$ cat src/hdl/nand_copy_erase_pkg.sv
package nand_copy_erase_pkg;

  // ==========================================================================
  // Device command codes
  localparam logic [7:0] CMD_READ        = 8'h00;
  localparam logic [7:0] CMD_COPY_READ   = 8'h35;
  localparam logic [7:0] CMD_PROG_CONF   = 8'h10;
  localparam logic [7:0] CMD_RAND_IN     = 8'h85;
  localparam logic [7:0] CMD_ERASE_SETUP = 8'h60;
  localparam logic [7:0] CMD_ERASE_EXEC  = 8'hd0;
  localparam logic [7:0] CMD_STATUS      = 8'h70;
  localparam logic [7:0] CMD_RESET       = 8'hff;

  // ==========================================================================
  // Controller operations written to the control register
  typedef enum logic [2:0] {
    OP_NONE     = 3'h0,
    OP_COPY_RD  = 3'h1,
    OP_DATA_IN  = 3'h2,
    OP_COPY_PG  = 3'h3,
    OP_ERASE    = 3'h4,
    OP_STATUS   = 3'h5,
    OP_RESUME   = 3'h6,
    OP_RESET    = 3'h7
  } op_t;

  typedef enum logic [2:0] {
    K_CMD  = 3'h0,
    K_ADDR = 3'h1,
    K_DATA = 3'h2,
    K_READ = 3'h3,
    K_WAIT = 3'h4,
    K_DONE = 3'h5
  } kind_t;

  typedef struct packed {
    kind_t      kind;
    logic [7:0] value;
  } step_t;

  // ==========================================================================
  // Register map (byte addresses)
  localparam logic [7:0] REG_CTRL   = 8'h00;
  localparam logic [7:0] REG_ADDR   = 8'h04;
  localparam logic [7:0] REG_DATA   = 8'h08;
  localparam logic [7:0] REG_CONFIG = 8'h0c;
  localparam logic [7:0] REG_STATUS = 8'h10;

  localparam int BIT_BUSY   = 8;
  localparam int BIT_ERR    = 9;
  localparam int BIT_BOOTED = 10;
  localparam int BIT_WP_EN  = 0;

  // ==========================================================================
  // Timing
  localparam int CLK_PERIOD_NS        = 5;
  localparam int T_STROBE_NS          = 25;
  localparam int T_BUSY_DELAY_NS      = 100;
  localparam int T_STARTUP_US         = 200;
  localparam int SYNC_STAGES          = 2;
  localparam logic [15:0] STROBE_CYC  = 16'((T_STROBE_NS + CLK_PERIOD_NS - 1) / CLK_PERIOD_NS);
  localparam logic [15:0] BUSY_DLY_CYC = 16'((T_BUSY_DELAY_NS + CLK_PERIOD_NS - 1) / CLK_PERIOD_NS);
  localparam logic [15:0] READ_CYC    = 16'(STROBE_CYC + 16'(SYNC_STAGES));
  localparam logic [15:0] STARTUP_CYC = 16'((T_STARTUP_US * 1000 + CLK_PERIOD_NS - 1) / CLK_PERIOD_NS);

  typedef enum logic [7:0] {
    ST_BOOT  = 8'h01,
    ST_IDLE  = 8'h02,
    ST_FETCH = 8'h04,
    ST_WLOW  = 8'h08,
    ST_WHIGH = 8'h10,
    ST_RLOW  = 8'h20,
    ST_RHIGH = 8'h40,
    ST_WAIT  = 8'h80
  } state_t;

endpackage : nand_copy_erase_pkg

$ cat src/hdl/nand_copy_erase_host.sv
// The implementer's own choices: the AHB-Lite interface to the registers and the register addresses.
`timescale 1ns/1ps
module nand_copy_erase_host
  import nand_copy_erase_pkg::*;
#(
  parameter logic [15:0] STARTUP_CYCLES = STARTUP_CYC
) (
  input  wire logic        MCLK,
  input  wire logic        RESETN,
  input  wire logic        HSEL,
  input  wire logic [31:0] HADDR,
  input  wire logic [1:0]  HTRANS,
  input  wire logic        HWRITE,
  input  wire logic [2:0]  HSIZE,
  input  wire logic [31:0] HWDATA,
  input  wire logic        HREADY,
  output logic      [31:0] HRDATA,
  output logic             HREADYOUT,
  output logic             HRESP,
  output logic             COMMAND_LATCH,
  output logic             ADDRESS_LATCH,
  output logic             CHIP_SELECT_N,
  output logic             WRITE_STROBE_N,
  output logic             READ_STROBE_N,
  output logic             WRITE_PROTECT_N,
  output logic      [7:0]  IO_OUT,
  output logic             IO_OE,
  input  wire logic [7:0]  IO_IN,
  input  wire logic        READY_BUSY_N
);

  // ==========================================================================
  // State
  typedef struct packed {
    state_t      state;
    op_t         op;
    logic [3:0]  idx;
    logic [15:0] cnt;
    logic [15:0] col;
    logic [15:0] row;
    logic [7:0]  data;
    logic [7:0]  dev_status;
    logic        wp_en;
    logic        busy;
    logic        err;
    logic        booted;
    logic [7:0]  haddr;
    logic        wr_pend;
    logic        rd_pend;
    logic [31:0] hrdata;
    logic        hreadyout;
    logic        hresp;
    logic        cle;
    logic        ale;
    logic        ce_n;
    logic        we_n;
    logic        re_n;
    logic [7:0]  io_out;
    logic        io_oe;
    logic [7:0]  io_m;
    logic [7:0]  io_s;
    logic        rb_m;
    logic        rb_s;
  } regs_t;

  regs_t s_r;
  regs_t s_nxt;
  step_t step;

  // ==========================================================================
  // Pin sequence of each operation
  function automatic step_t step_of(input op_t op, input logic [3:0] i, input logic [15:0] col,
                                    input logic [15:0] row, input logic [7:0] dat);
    step_t r;
    r = '{K_DONE, 8'h00};
    case (op)
      OP_COPY_RD: begin
        case (i)
          4'h0: r = '{K_CMD, CMD_READ};
          4'h1: r = '{K_ADDR, col[7:0]};
          4'h2: r = '{K_ADDR, col[15:8]};
          4'h3: r = '{K_ADDR, row[7:0]};
          4'h4: r = '{K_ADDR, row[15:8]};
          4'h5: r = '{K_CMD, CMD_COPY_READ};
          4'h6: r = '{K_WAIT, 8'h00};
          default: r = '{K_DONE, 8'h00};
        endcase
      end
      OP_DATA_IN: begin
        case (i)
          4'h0: r = '{K_CMD, CMD_RAND_IN};
          4'h1: r = '{K_ADDR, col[7:0]};
          4'h2: r = '{K_ADDR, col[15:8]};
          4'h3: r = '{K_DATA, dat};
          default: r = '{K_DONE, 8'h00};
        endcase
      end
      OP_COPY_PG: begin
        case (i)
          4'h0: r = '{K_CMD, CMD_RAND_IN};
          4'h1: r = '{K_ADDR, col[7:0]};
          4'h2: r = '{K_ADDR, col[15:8]};
          4'h3: r = '{K_ADDR, row[7:0]};
          4'h4: r = '{K_ADDR, row[15:8]};
          4'h5: r = '{K_CMD, CMD_PROG_CONF};
          4'h6: r = '{K_WAIT, 8'h00};
          4'h7: r = '{K_CMD, CMD_STATUS};
          4'h8: r = '{K_READ, 8'h00};
          default: r = '{K_DONE, 8'h00};
        endcase
      end
      OP_ERASE: begin
        // Full row is sent; the device itself drops the page bits
        case (i)
          4'h0: r = '{K_CMD, CMD_ERASE_SETUP};
          4'h1: r = '{K_ADDR, row[7:0]};
          4'h2: r = '{K_ADDR, row[15:8]};
          4'h3: r = '{K_CMD, CMD_ERASE_EXEC};
          4'h4: r = '{K_WAIT, 8'h00};
          4'h5: r = '{K_CMD, CMD_STATUS};
          4'h6: r = '{K_READ, 8'h00};
          default: r = '{K_DONE, 8'h00};
        endcase
      end
      OP_STATUS: begin
        case (i)
          4'h0: r = '{K_CMD, CMD_STATUS};
          4'h1: r = '{K_READ, 8'h00};
          default: r = '{K_DONE, 8'h00};
        endcase
      end
      OP_RESUME: begin
        // Leaves status mode; the device picks up at the old column
        case (i)
          4'h0: r = '{K_CMD, CMD_READ};
          default: r = '{K_DONE, 8'h00};
        endcase
      end
      OP_RESET: begin
        case (i)
          4'h0: r = '{K_CMD, CMD_RESET};
          4'h1: r = '{K_WAIT, 8'h00};
          default: r = '{K_DONE, 8'h00};
        endcase
      end
      default: r = '{K_DONE, 8'h00};
    endcase
    return r;
  endfunction : step_of

  // ==========================================================================
  // Next state
  always_comb begin
    s_nxt = s_r;
    step  = step_of(s_r.op, s_r.idx, s_r.col, s_r.row, s_r.data);
    s_nxt.io_m = IO_IN;
    s_nxt.io_s = s_r.io_m;
    s_nxt.rb_m = READY_BUSY_N;
    s_nxt.rb_s = s_r.rb_m;

    case (s_r.state)
      ST_BOOT: begin
        // No command at all until power-up and any power-on read are over
        if (s_r.cnt < STARTUP_CYCLES) begin
          s_nxt.cnt = s_r.cnt + 16'h0001;
        end else if (s_r.rb_s) begin
          s_nxt.booted = 1'b1;
          s_nxt.state  = ST_IDLE;
        end
      end
      ST_IDLE: begin
        s_nxt.ce_n = 1'b1;
      end
      ST_FETCH: begin
        s_nxt.cnt = 16'h0000;
        case (step.kind)
          K_CMD, K_ADDR, K_DATA: begin
            s_nxt.ce_n   = 1'b0;
            s_nxt.cle    = (step.kind == K_CMD);
            s_nxt.ale    = (step.kind == K_ADDR);
            s_nxt.io_out = step.value;
            s_nxt.io_oe  = 1'b1;
            s_nxt.we_n   = 1'b0;
            s_nxt.state  = ST_WLOW;
          end
          K_READ: begin
            s_nxt.ce_n  = 1'b0;
            s_nxt.re_n  = 1'b0;
            s_nxt.state = ST_RLOW;
          end
          K_WAIT: begin
            // Select is dropped for the busy period
            s_nxt.ce_n  = 1'b1;
            s_nxt.state = ST_WAIT;
          end
          default: begin
            s_nxt.ce_n  = 1'b1;
            s_nxt.busy  = 1'b0;
            s_nxt.state = ST_IDLE;
          end
        endcase
      end
      ST_WLOW: begin
        s_nxt.cnt = s_r.cnt + 16'h0001;
        if (s_r.cnt >= STROBE_CYC - 16'h0001) begin
          s_nxt.we_n  = 1'b1;
          s_nxt.cnt   = 16'h0000;
          s_nxt.state = ST_WHIGH;
        end
      end
      ST_WHIGH: begin
        s_nxt.cnt = s_r.cnt + 16'h0001;
        if (s_r.cnt >= STROBE_CYC - 16'h0001) begin
          s_nxt.cle   = 1'b0;
          s_nxt.ale   = 1'b0;
          s_nxt.io_oe = 1'b0;
          s_nxt.idx   = s_r.idx + 4'h1;
          s_nxt.state = ST_FETCH;
        end
      end
      ST_RLOW: begin
        // Strobe time plus the input synchroniser delay
        s_nxt.cnt = s_r.cnt + 16'h0001;
        if (s_r.cnt >= READ_CYC - 16'h0001) begin
          s_nxt.dev_status = s_r.io_s;
          s_nxt.re_n       = 1'b1;
          s_nxt.cnt        = 16'h0000;
          s_nxt.state      = ST_RHIGH;
        end
      end
      ST_RHIGH: begin
        s_nxt.cnt = s_r.cnt + 16'h0001;
        if (s_r.cnt >= STROBE_CYC - 16'h0001) begin
          s_nxt.idx   = s_r.idx + 4'h1;
          s_nxt.state = ST_FETCH;
        end
      end
      ST_WAIT: begin
        // The pin only goes low some time after the last strobe
        if (s_r.cnt < BUSY_DLY_CYC) begin
          s_nxt.cnt = s_r.cnt + 16'h0001;
        end else if (s_r.rb_s) begin
          s_nxt.idx   = s_r.idx + 4'h1;
          s_nxt.state = ST_FETCH;
        end
      end
      default: begin
        s_nxt.state = ST_IDLE;
      end
    endcase

    // ========================================================================
    // AHB-Lite slave
    s_nxt.wr_pend = 1'b0;
    s_nxt.rd_pend = 1'b0;
    if (s_r.wr_pend) begin
      if (s_r.haddr == REG_CTRL) begin
        if (s_r.state == ST_IDLE && op_t'(HWDATA[2:0]) != OP_NONE) begin
          s_nxt.op    = op_t'(HWDATA[2:0]);
          s_nxt.idx   = 4'h0;
          s_nxt.busy  = 1'b1;
          s_nxt.err   = 1'b0;
          s_nxt.state = ST_FETCH;
        end else begin
          s_nxt.err = 1'b1;
        end
      end else if (s_r.haddr == REG_ADDR) begin
        s_nxt.col = HWDATA[15:0];
        s_nxt.row = HWDATA[31:16];
      end else if (s_r.haddr == REG_DATA) begin
        s_nxt.data = HWDATA[7:0];
      end else if (s_r.haddr == REG_CONFIG) begin
        // Protect level may change only between operations
        if (s_r.state == ST_IDLE) begin
          s_nxt.wp_en = HWDATA[BIT_WP_EN];
        end else begin
          s_nxt.err = 1'b1;
        end
      end
    end
    if (s_r.rd_pend) begin
      s_nxt.hreadyout = 1'b1;
      if (s_r.haddr == REG_CTRL) begin
        s_nxt.hrdata = {29'h0, s_r.op};
      end else if (s_r.haddr == REG_ADDR) begin
        s_nxt.hrdata = {s_r.row, s_r.col};
      end else if (s_r.haddr == REG_DATA) begin
        s_nxt.hrdata = {24'h0, s_r.data};
      end else if (s_r.haddr == REG_CONFIG) begin
        s_nxt.hrdata = {31'h0, s_r.wp_en};
      end else if (s_r.haddr == REG_STATUS) begin
        s_nxt.hrdata = 32'h0;
        s_nxt.hrdata[7:0]       = s_r.dev_status;
        s_nxt.hrdata[BIT_BUSY]  = s_r.busy;
        s_nxt.hrdata[BIT_ERR]   = s_r.err;
        s_nxt.hrdata[BIT_BOOTED] = s_r.booted;
      end else begin
        s_nxt.hrdata = 32'h0;
      end
    end
    if (HSEL && HTRANS[1] && HREADY) begin
      s_nxt.haddr   = HADDR[7:0];
      s_nxt.wr_pend = HWRITE;
      s_nxt.rd_pend = !HWRITE;
      if (!HWRITE) begin
        s_nxt.hreadyout = 1'b0;
      end
    end
  end

  always_ff @(posedge MCLK or negedge RESETN) begin
    if (!RESETN) begin
      s_r           <= '0;
      s_r.state     <= ST_BOOT;
      s_r.op        <= OP_NONE;
      s_r.hreadyout <= 1'b1;
      s_r.ce_n      <= 1'b1;
      s_r.we_n      <= 1'b1;
      s_r.re_n      <= 1'b1;
    end else begin
      s_r <= s_nxt;
    end
  end

  // ==========================================================================
  // Outputs
  assign HRDATA          = s_r.hrdata;
  assign HREADYOUT       = s_r.hreadyout;
  assign HRESP           = s_r.hresp;
  assign COMMAND_LATCH   = s_r.cle;
  assign ADDRESS_LATCH   = s_r.ale;
  assign CHIP_SELECT_N   = s_r.ce_n;
  assign WRITE_STROBE_N  = s_r.we_n;
  assign READ_STROBE_N   = s_r.re_n;
  assign WRITE_PROTECT_N = s_r.wp_en;
  assign IO_OUT          = s_r.io_out;
  assign IO_OE           = s_r.io_oe;

endmodule : nand_copy_erase_host

$ cat config.mk
export PLATFORM = sky130hd
export DESIGN_NAME = nand_copy_erase_host
export DESIGN_NICKNAME = d
export VERILOG_FILES = /design/src/hdl/nand_copy_erase_pkg.sv /design/src/hdl/nand_copy_erase_host.sv
export SDC_FILE = /design/constraint.sdc
export NUM_CORES = 1
export LEC_CHECK = 0
export ABC_AREA = 1
export BUFFER_PORTS_ARGS = -buffer_cell sky130_fd_sc_hd__buf_2
export CAP_MARGIN = 20
export CORE_MARGIN = 1
export CORE_UTILIZATION = 60
export DETAILED_ROUTE_END_ITERATION = 12
export GPL_ROUTABILITY_DRIVEN = 0
export PLACE_DENSITY_LB_ADDON = 0.3
export RECOVER_POWER = 100
export SKIP_CTS_REPAIR_TIMING = 1
export SYNTH_ARGS = -nofsm -noshare
export SYNTH_HDL_FRONTEND = slang
export SYNTH_SLANG_ARGS = --single-unit
$ cat constraint.sdc
create_clock -name MCLK -period 4.03 [get_ports MCLK]
set_input_delay 0.6045 -clock MCLK [delete_from_list [all_inputs] [get_ports MCLK]]
set_output_delay 0.6045 -clock MCLK [all_outputs]
set_load 0.02 [all_outputs]
==> metrics <==
routed vias/inst 5.64; failing checks max-capacitance violations, max-slew violations; Worst Path Arrival 3440 ps; total gr overflow 0; reg2reg path depth 14; Setup Crit Path Kind reg -> reg; slew at the pin closest to its max-slew limit 2430 ps; register area 3960 µm²; Leak 0.00436 µW; Mapped Avg Cell Area 8.28 µm²; Initial Util 62.0%; Reg-to-Reg Start s_r[145]$_DFF_PN0_; Synth area leaders dfrtp_1, nand2_1, inv_1; reg2reg setup slack 960 ps; worst hold start IO_IN[3]; first-pass GRT wire length 29800 µm; number of cells after detailed placement 1159; H-tree level count 4; Die Area 13600 µm²; Synth area leader dfrtp_1; CP peak stage delay 400 ps; initial drt markers 609; DP Wirelength 12800 µm; Area Overhead vs Synth 10.9%; Ports 132; critical-path maximum fanout 17; clock sinks 158; WL/cell 15.5 µm; register area share after synthesis 50.2%; Finished Layout Cells 1192; fillers 1093; setup violators final 0; share of cells above drive strength 1 10.8%; Max clock buf depth 2; FF+latch count, synth 158; router iterations before antenna repair 8; Tot GR Track Use 28.8%; die width 117 µm; total CTS buffers 17; Die H 117 µm; Setup crit end kind register; Max Clk Rate 0.325 GHz; CTS tree yes; Commonest cells post-synth nand2_1, dfrtp_1, inv_1; Total Power Consumption 3560 µW; power density over the cells 408 nW/µm²; min-delay worst type in -> reg; Slew Limit Fails 100; Mapped Cells 952; initial antenna violation count 0; setup TNS 0 ps; placed cell areas 8200 µm²; Clock Tree Root clkbuf_16; Setup Skew 7.31 ps; Hold EP s_nxt[5]$_DFF_PN0_; final hold violation count 0; Synth top area share 48.6%; row cnt 41; DR vias 6720; Slowest-stage cell, CP dfrtp_1; Clock transition at path regs 60 ps; post-synthesis cell type count 45; FFs w/ async S/R, synth 100%; CP Cell Sequence inv_1 -> ha_1 -> nand2_1 -> nand2_1 -> nor2_1 -> nand2_1 -> nand2_1 -> nand2_1 -> nand3_1 -> nor3_1 -> nand2_1 -> inv_1 -> o21ai_0 -> nand2_1; Final min period 3070 ps; Routed Antenna Nets 0; hold slack 279 ps; MaxCap Viol Count 1; hold path cells 1; Core Area 12700 µm²; final instance area 8740 µm²; RSZ-0062 raised after global routing no; Critical Path RT 4400 ps; Post-synth EDFFs 0; Worst-Skew Late Latency 430 ps; Nets 1097; R2R Path End IO_OUT[3]$_DFFE_PN0P_; largest net degree at the start of global routing 101; combined area of the multi-input logic cells 2990 µm²; ys flop type dfrtp_1; DRC Markers 0; Mapped Nets 1041; vias in the first global route 6288; headroom to the max-slew limit -62.3%; total wire length 18500 µm; Port-buffer cells 102; status finished, violations left; n_diodes 0; VDD IR-drop max 0.354 mV; Tcrit/Tclk final 76.3%; mapped cell area 7890 µm²; most frequent CP cell nand2_1; synth warn 0; count leader, synth nand2_1; Worst setup SP type register
cell families (layout without fill, tap and decap cells):
group,Yosys count,in the layout,share of synthesized area (%)
AO/OA/AOI/OAI,184,184,13.3
XOR/XNOR,8,8,0.889
adder cells (fa/ha/maj),6,6,0.952
buffers and inverters,185,253,11.1
flip-flops,158,158,50.2
multiplexers,13,13,1.86
other,1,1,0.0476
AND/OR/NAND/NOR,397,397,21.6
sequential cells by signal, indices dropped and copies added, names as in the netlist:
register	flops
CHIP_SELECT_N	1
s_nxt	9
HREADYOUT	1
IO_OUT	8
WRITE_PROTECT_N	1
WRITE_STROBE_N	1
s_r	101
IO_OE	1
COMMAND_LATCH	1
READ_STROBE_N	1
HRDATA	32
ADDRESS_LATCH	1
per-stage QoR:
stage | setup slack, ps | util [%]
final | 956 | 68.7
after global routing | 659 | 68.7
after CTS | 1110 | 69.5
after detailed placement | 1210 | 64.5
after global placement | 1370 | 64.5
after floorplan | 1960 | -
per-layer routing:
metal	wire (µm)	track usage, %
met5	0	0
met3	1210	6.02
met1	7790	36.8
met2	8770	46.5
met4	695	14.7
cells in the final DEF, fill, tap and decap left out, drive strengths merged, types with 2 or more instances in the layout:
cell type	count
inv	117
nor2	106
clkbuf	70
nand4	16
mux2	13
a21oi	48
nor3	17
xor2	7
bufinv	4
nand2	195
ha	6
a221oi	4
nand3b	3
o211ai	6
buf	55
dfrtp	153
clkinvlp	2
o31ai	12
dfstp	5
nand3	57
clkinv	5
o21ai	87
o22ai	20
nor4	3
worst max path at each step:
stage                                   start                     to  cells after the start
after global placement    s_r[73]$_DFFE_PN0P_   s_r[116]$_DFFE_PN0P_                      7
after global routing       s_r[145]$_DFF_PN0_  IO_OUT[3]$_DFFE_PN0P_                     14
final                      s_r[145]$_DFF_PN0_  IO_OUT[3]$_DFFE_PN0P_                     14
after floorplan            s_r[145]$_DFF_PN0_  IO_OUT[4]$_DFFE_PN0P_                     15
after detailed placement  s_r[73]$_DFFE_PN0P_   s_r[115]$_DFFE_PN0P_                      7
after CTS                 s_r[73]$_DFFE_PN0P_   s_r[115]$_DFFE_PN0P_                      7
report_power, final:
| group | switching [µW] | internal [µW] |
|---|---|---|
| Combinational | 108 | 53.5 |
| Sequential | 27.5 | 1640 |
| Clock | 663 | 1070 |
critical path: cells and delay by family (launching register included):
| family | cells | cell delay, ps |
|---|---|---|
| flip-flops | 1 | 400 |
| AND/OR/NAND/NOR | 10 | 1760 |
| adder cells (fa/ha/maj) | 1 | 400 |
| AO/OA/AOI/OAI | 1 | 110 |
| buffers and inverters | 2 | 340 |
layout make-up:
class | instances | share of cell area (%)
flip-flops and latches | 158 | 45.3
repair buffers | 105 | 5.75
multi-input cells | 609 | 34.2
well taps | 172 | 2.46
inverters | 117 | 5.02
clock inverters | 11 | 2.05
clock buffers | 20 | 5.22
Power figures use the tool's default switching activity.
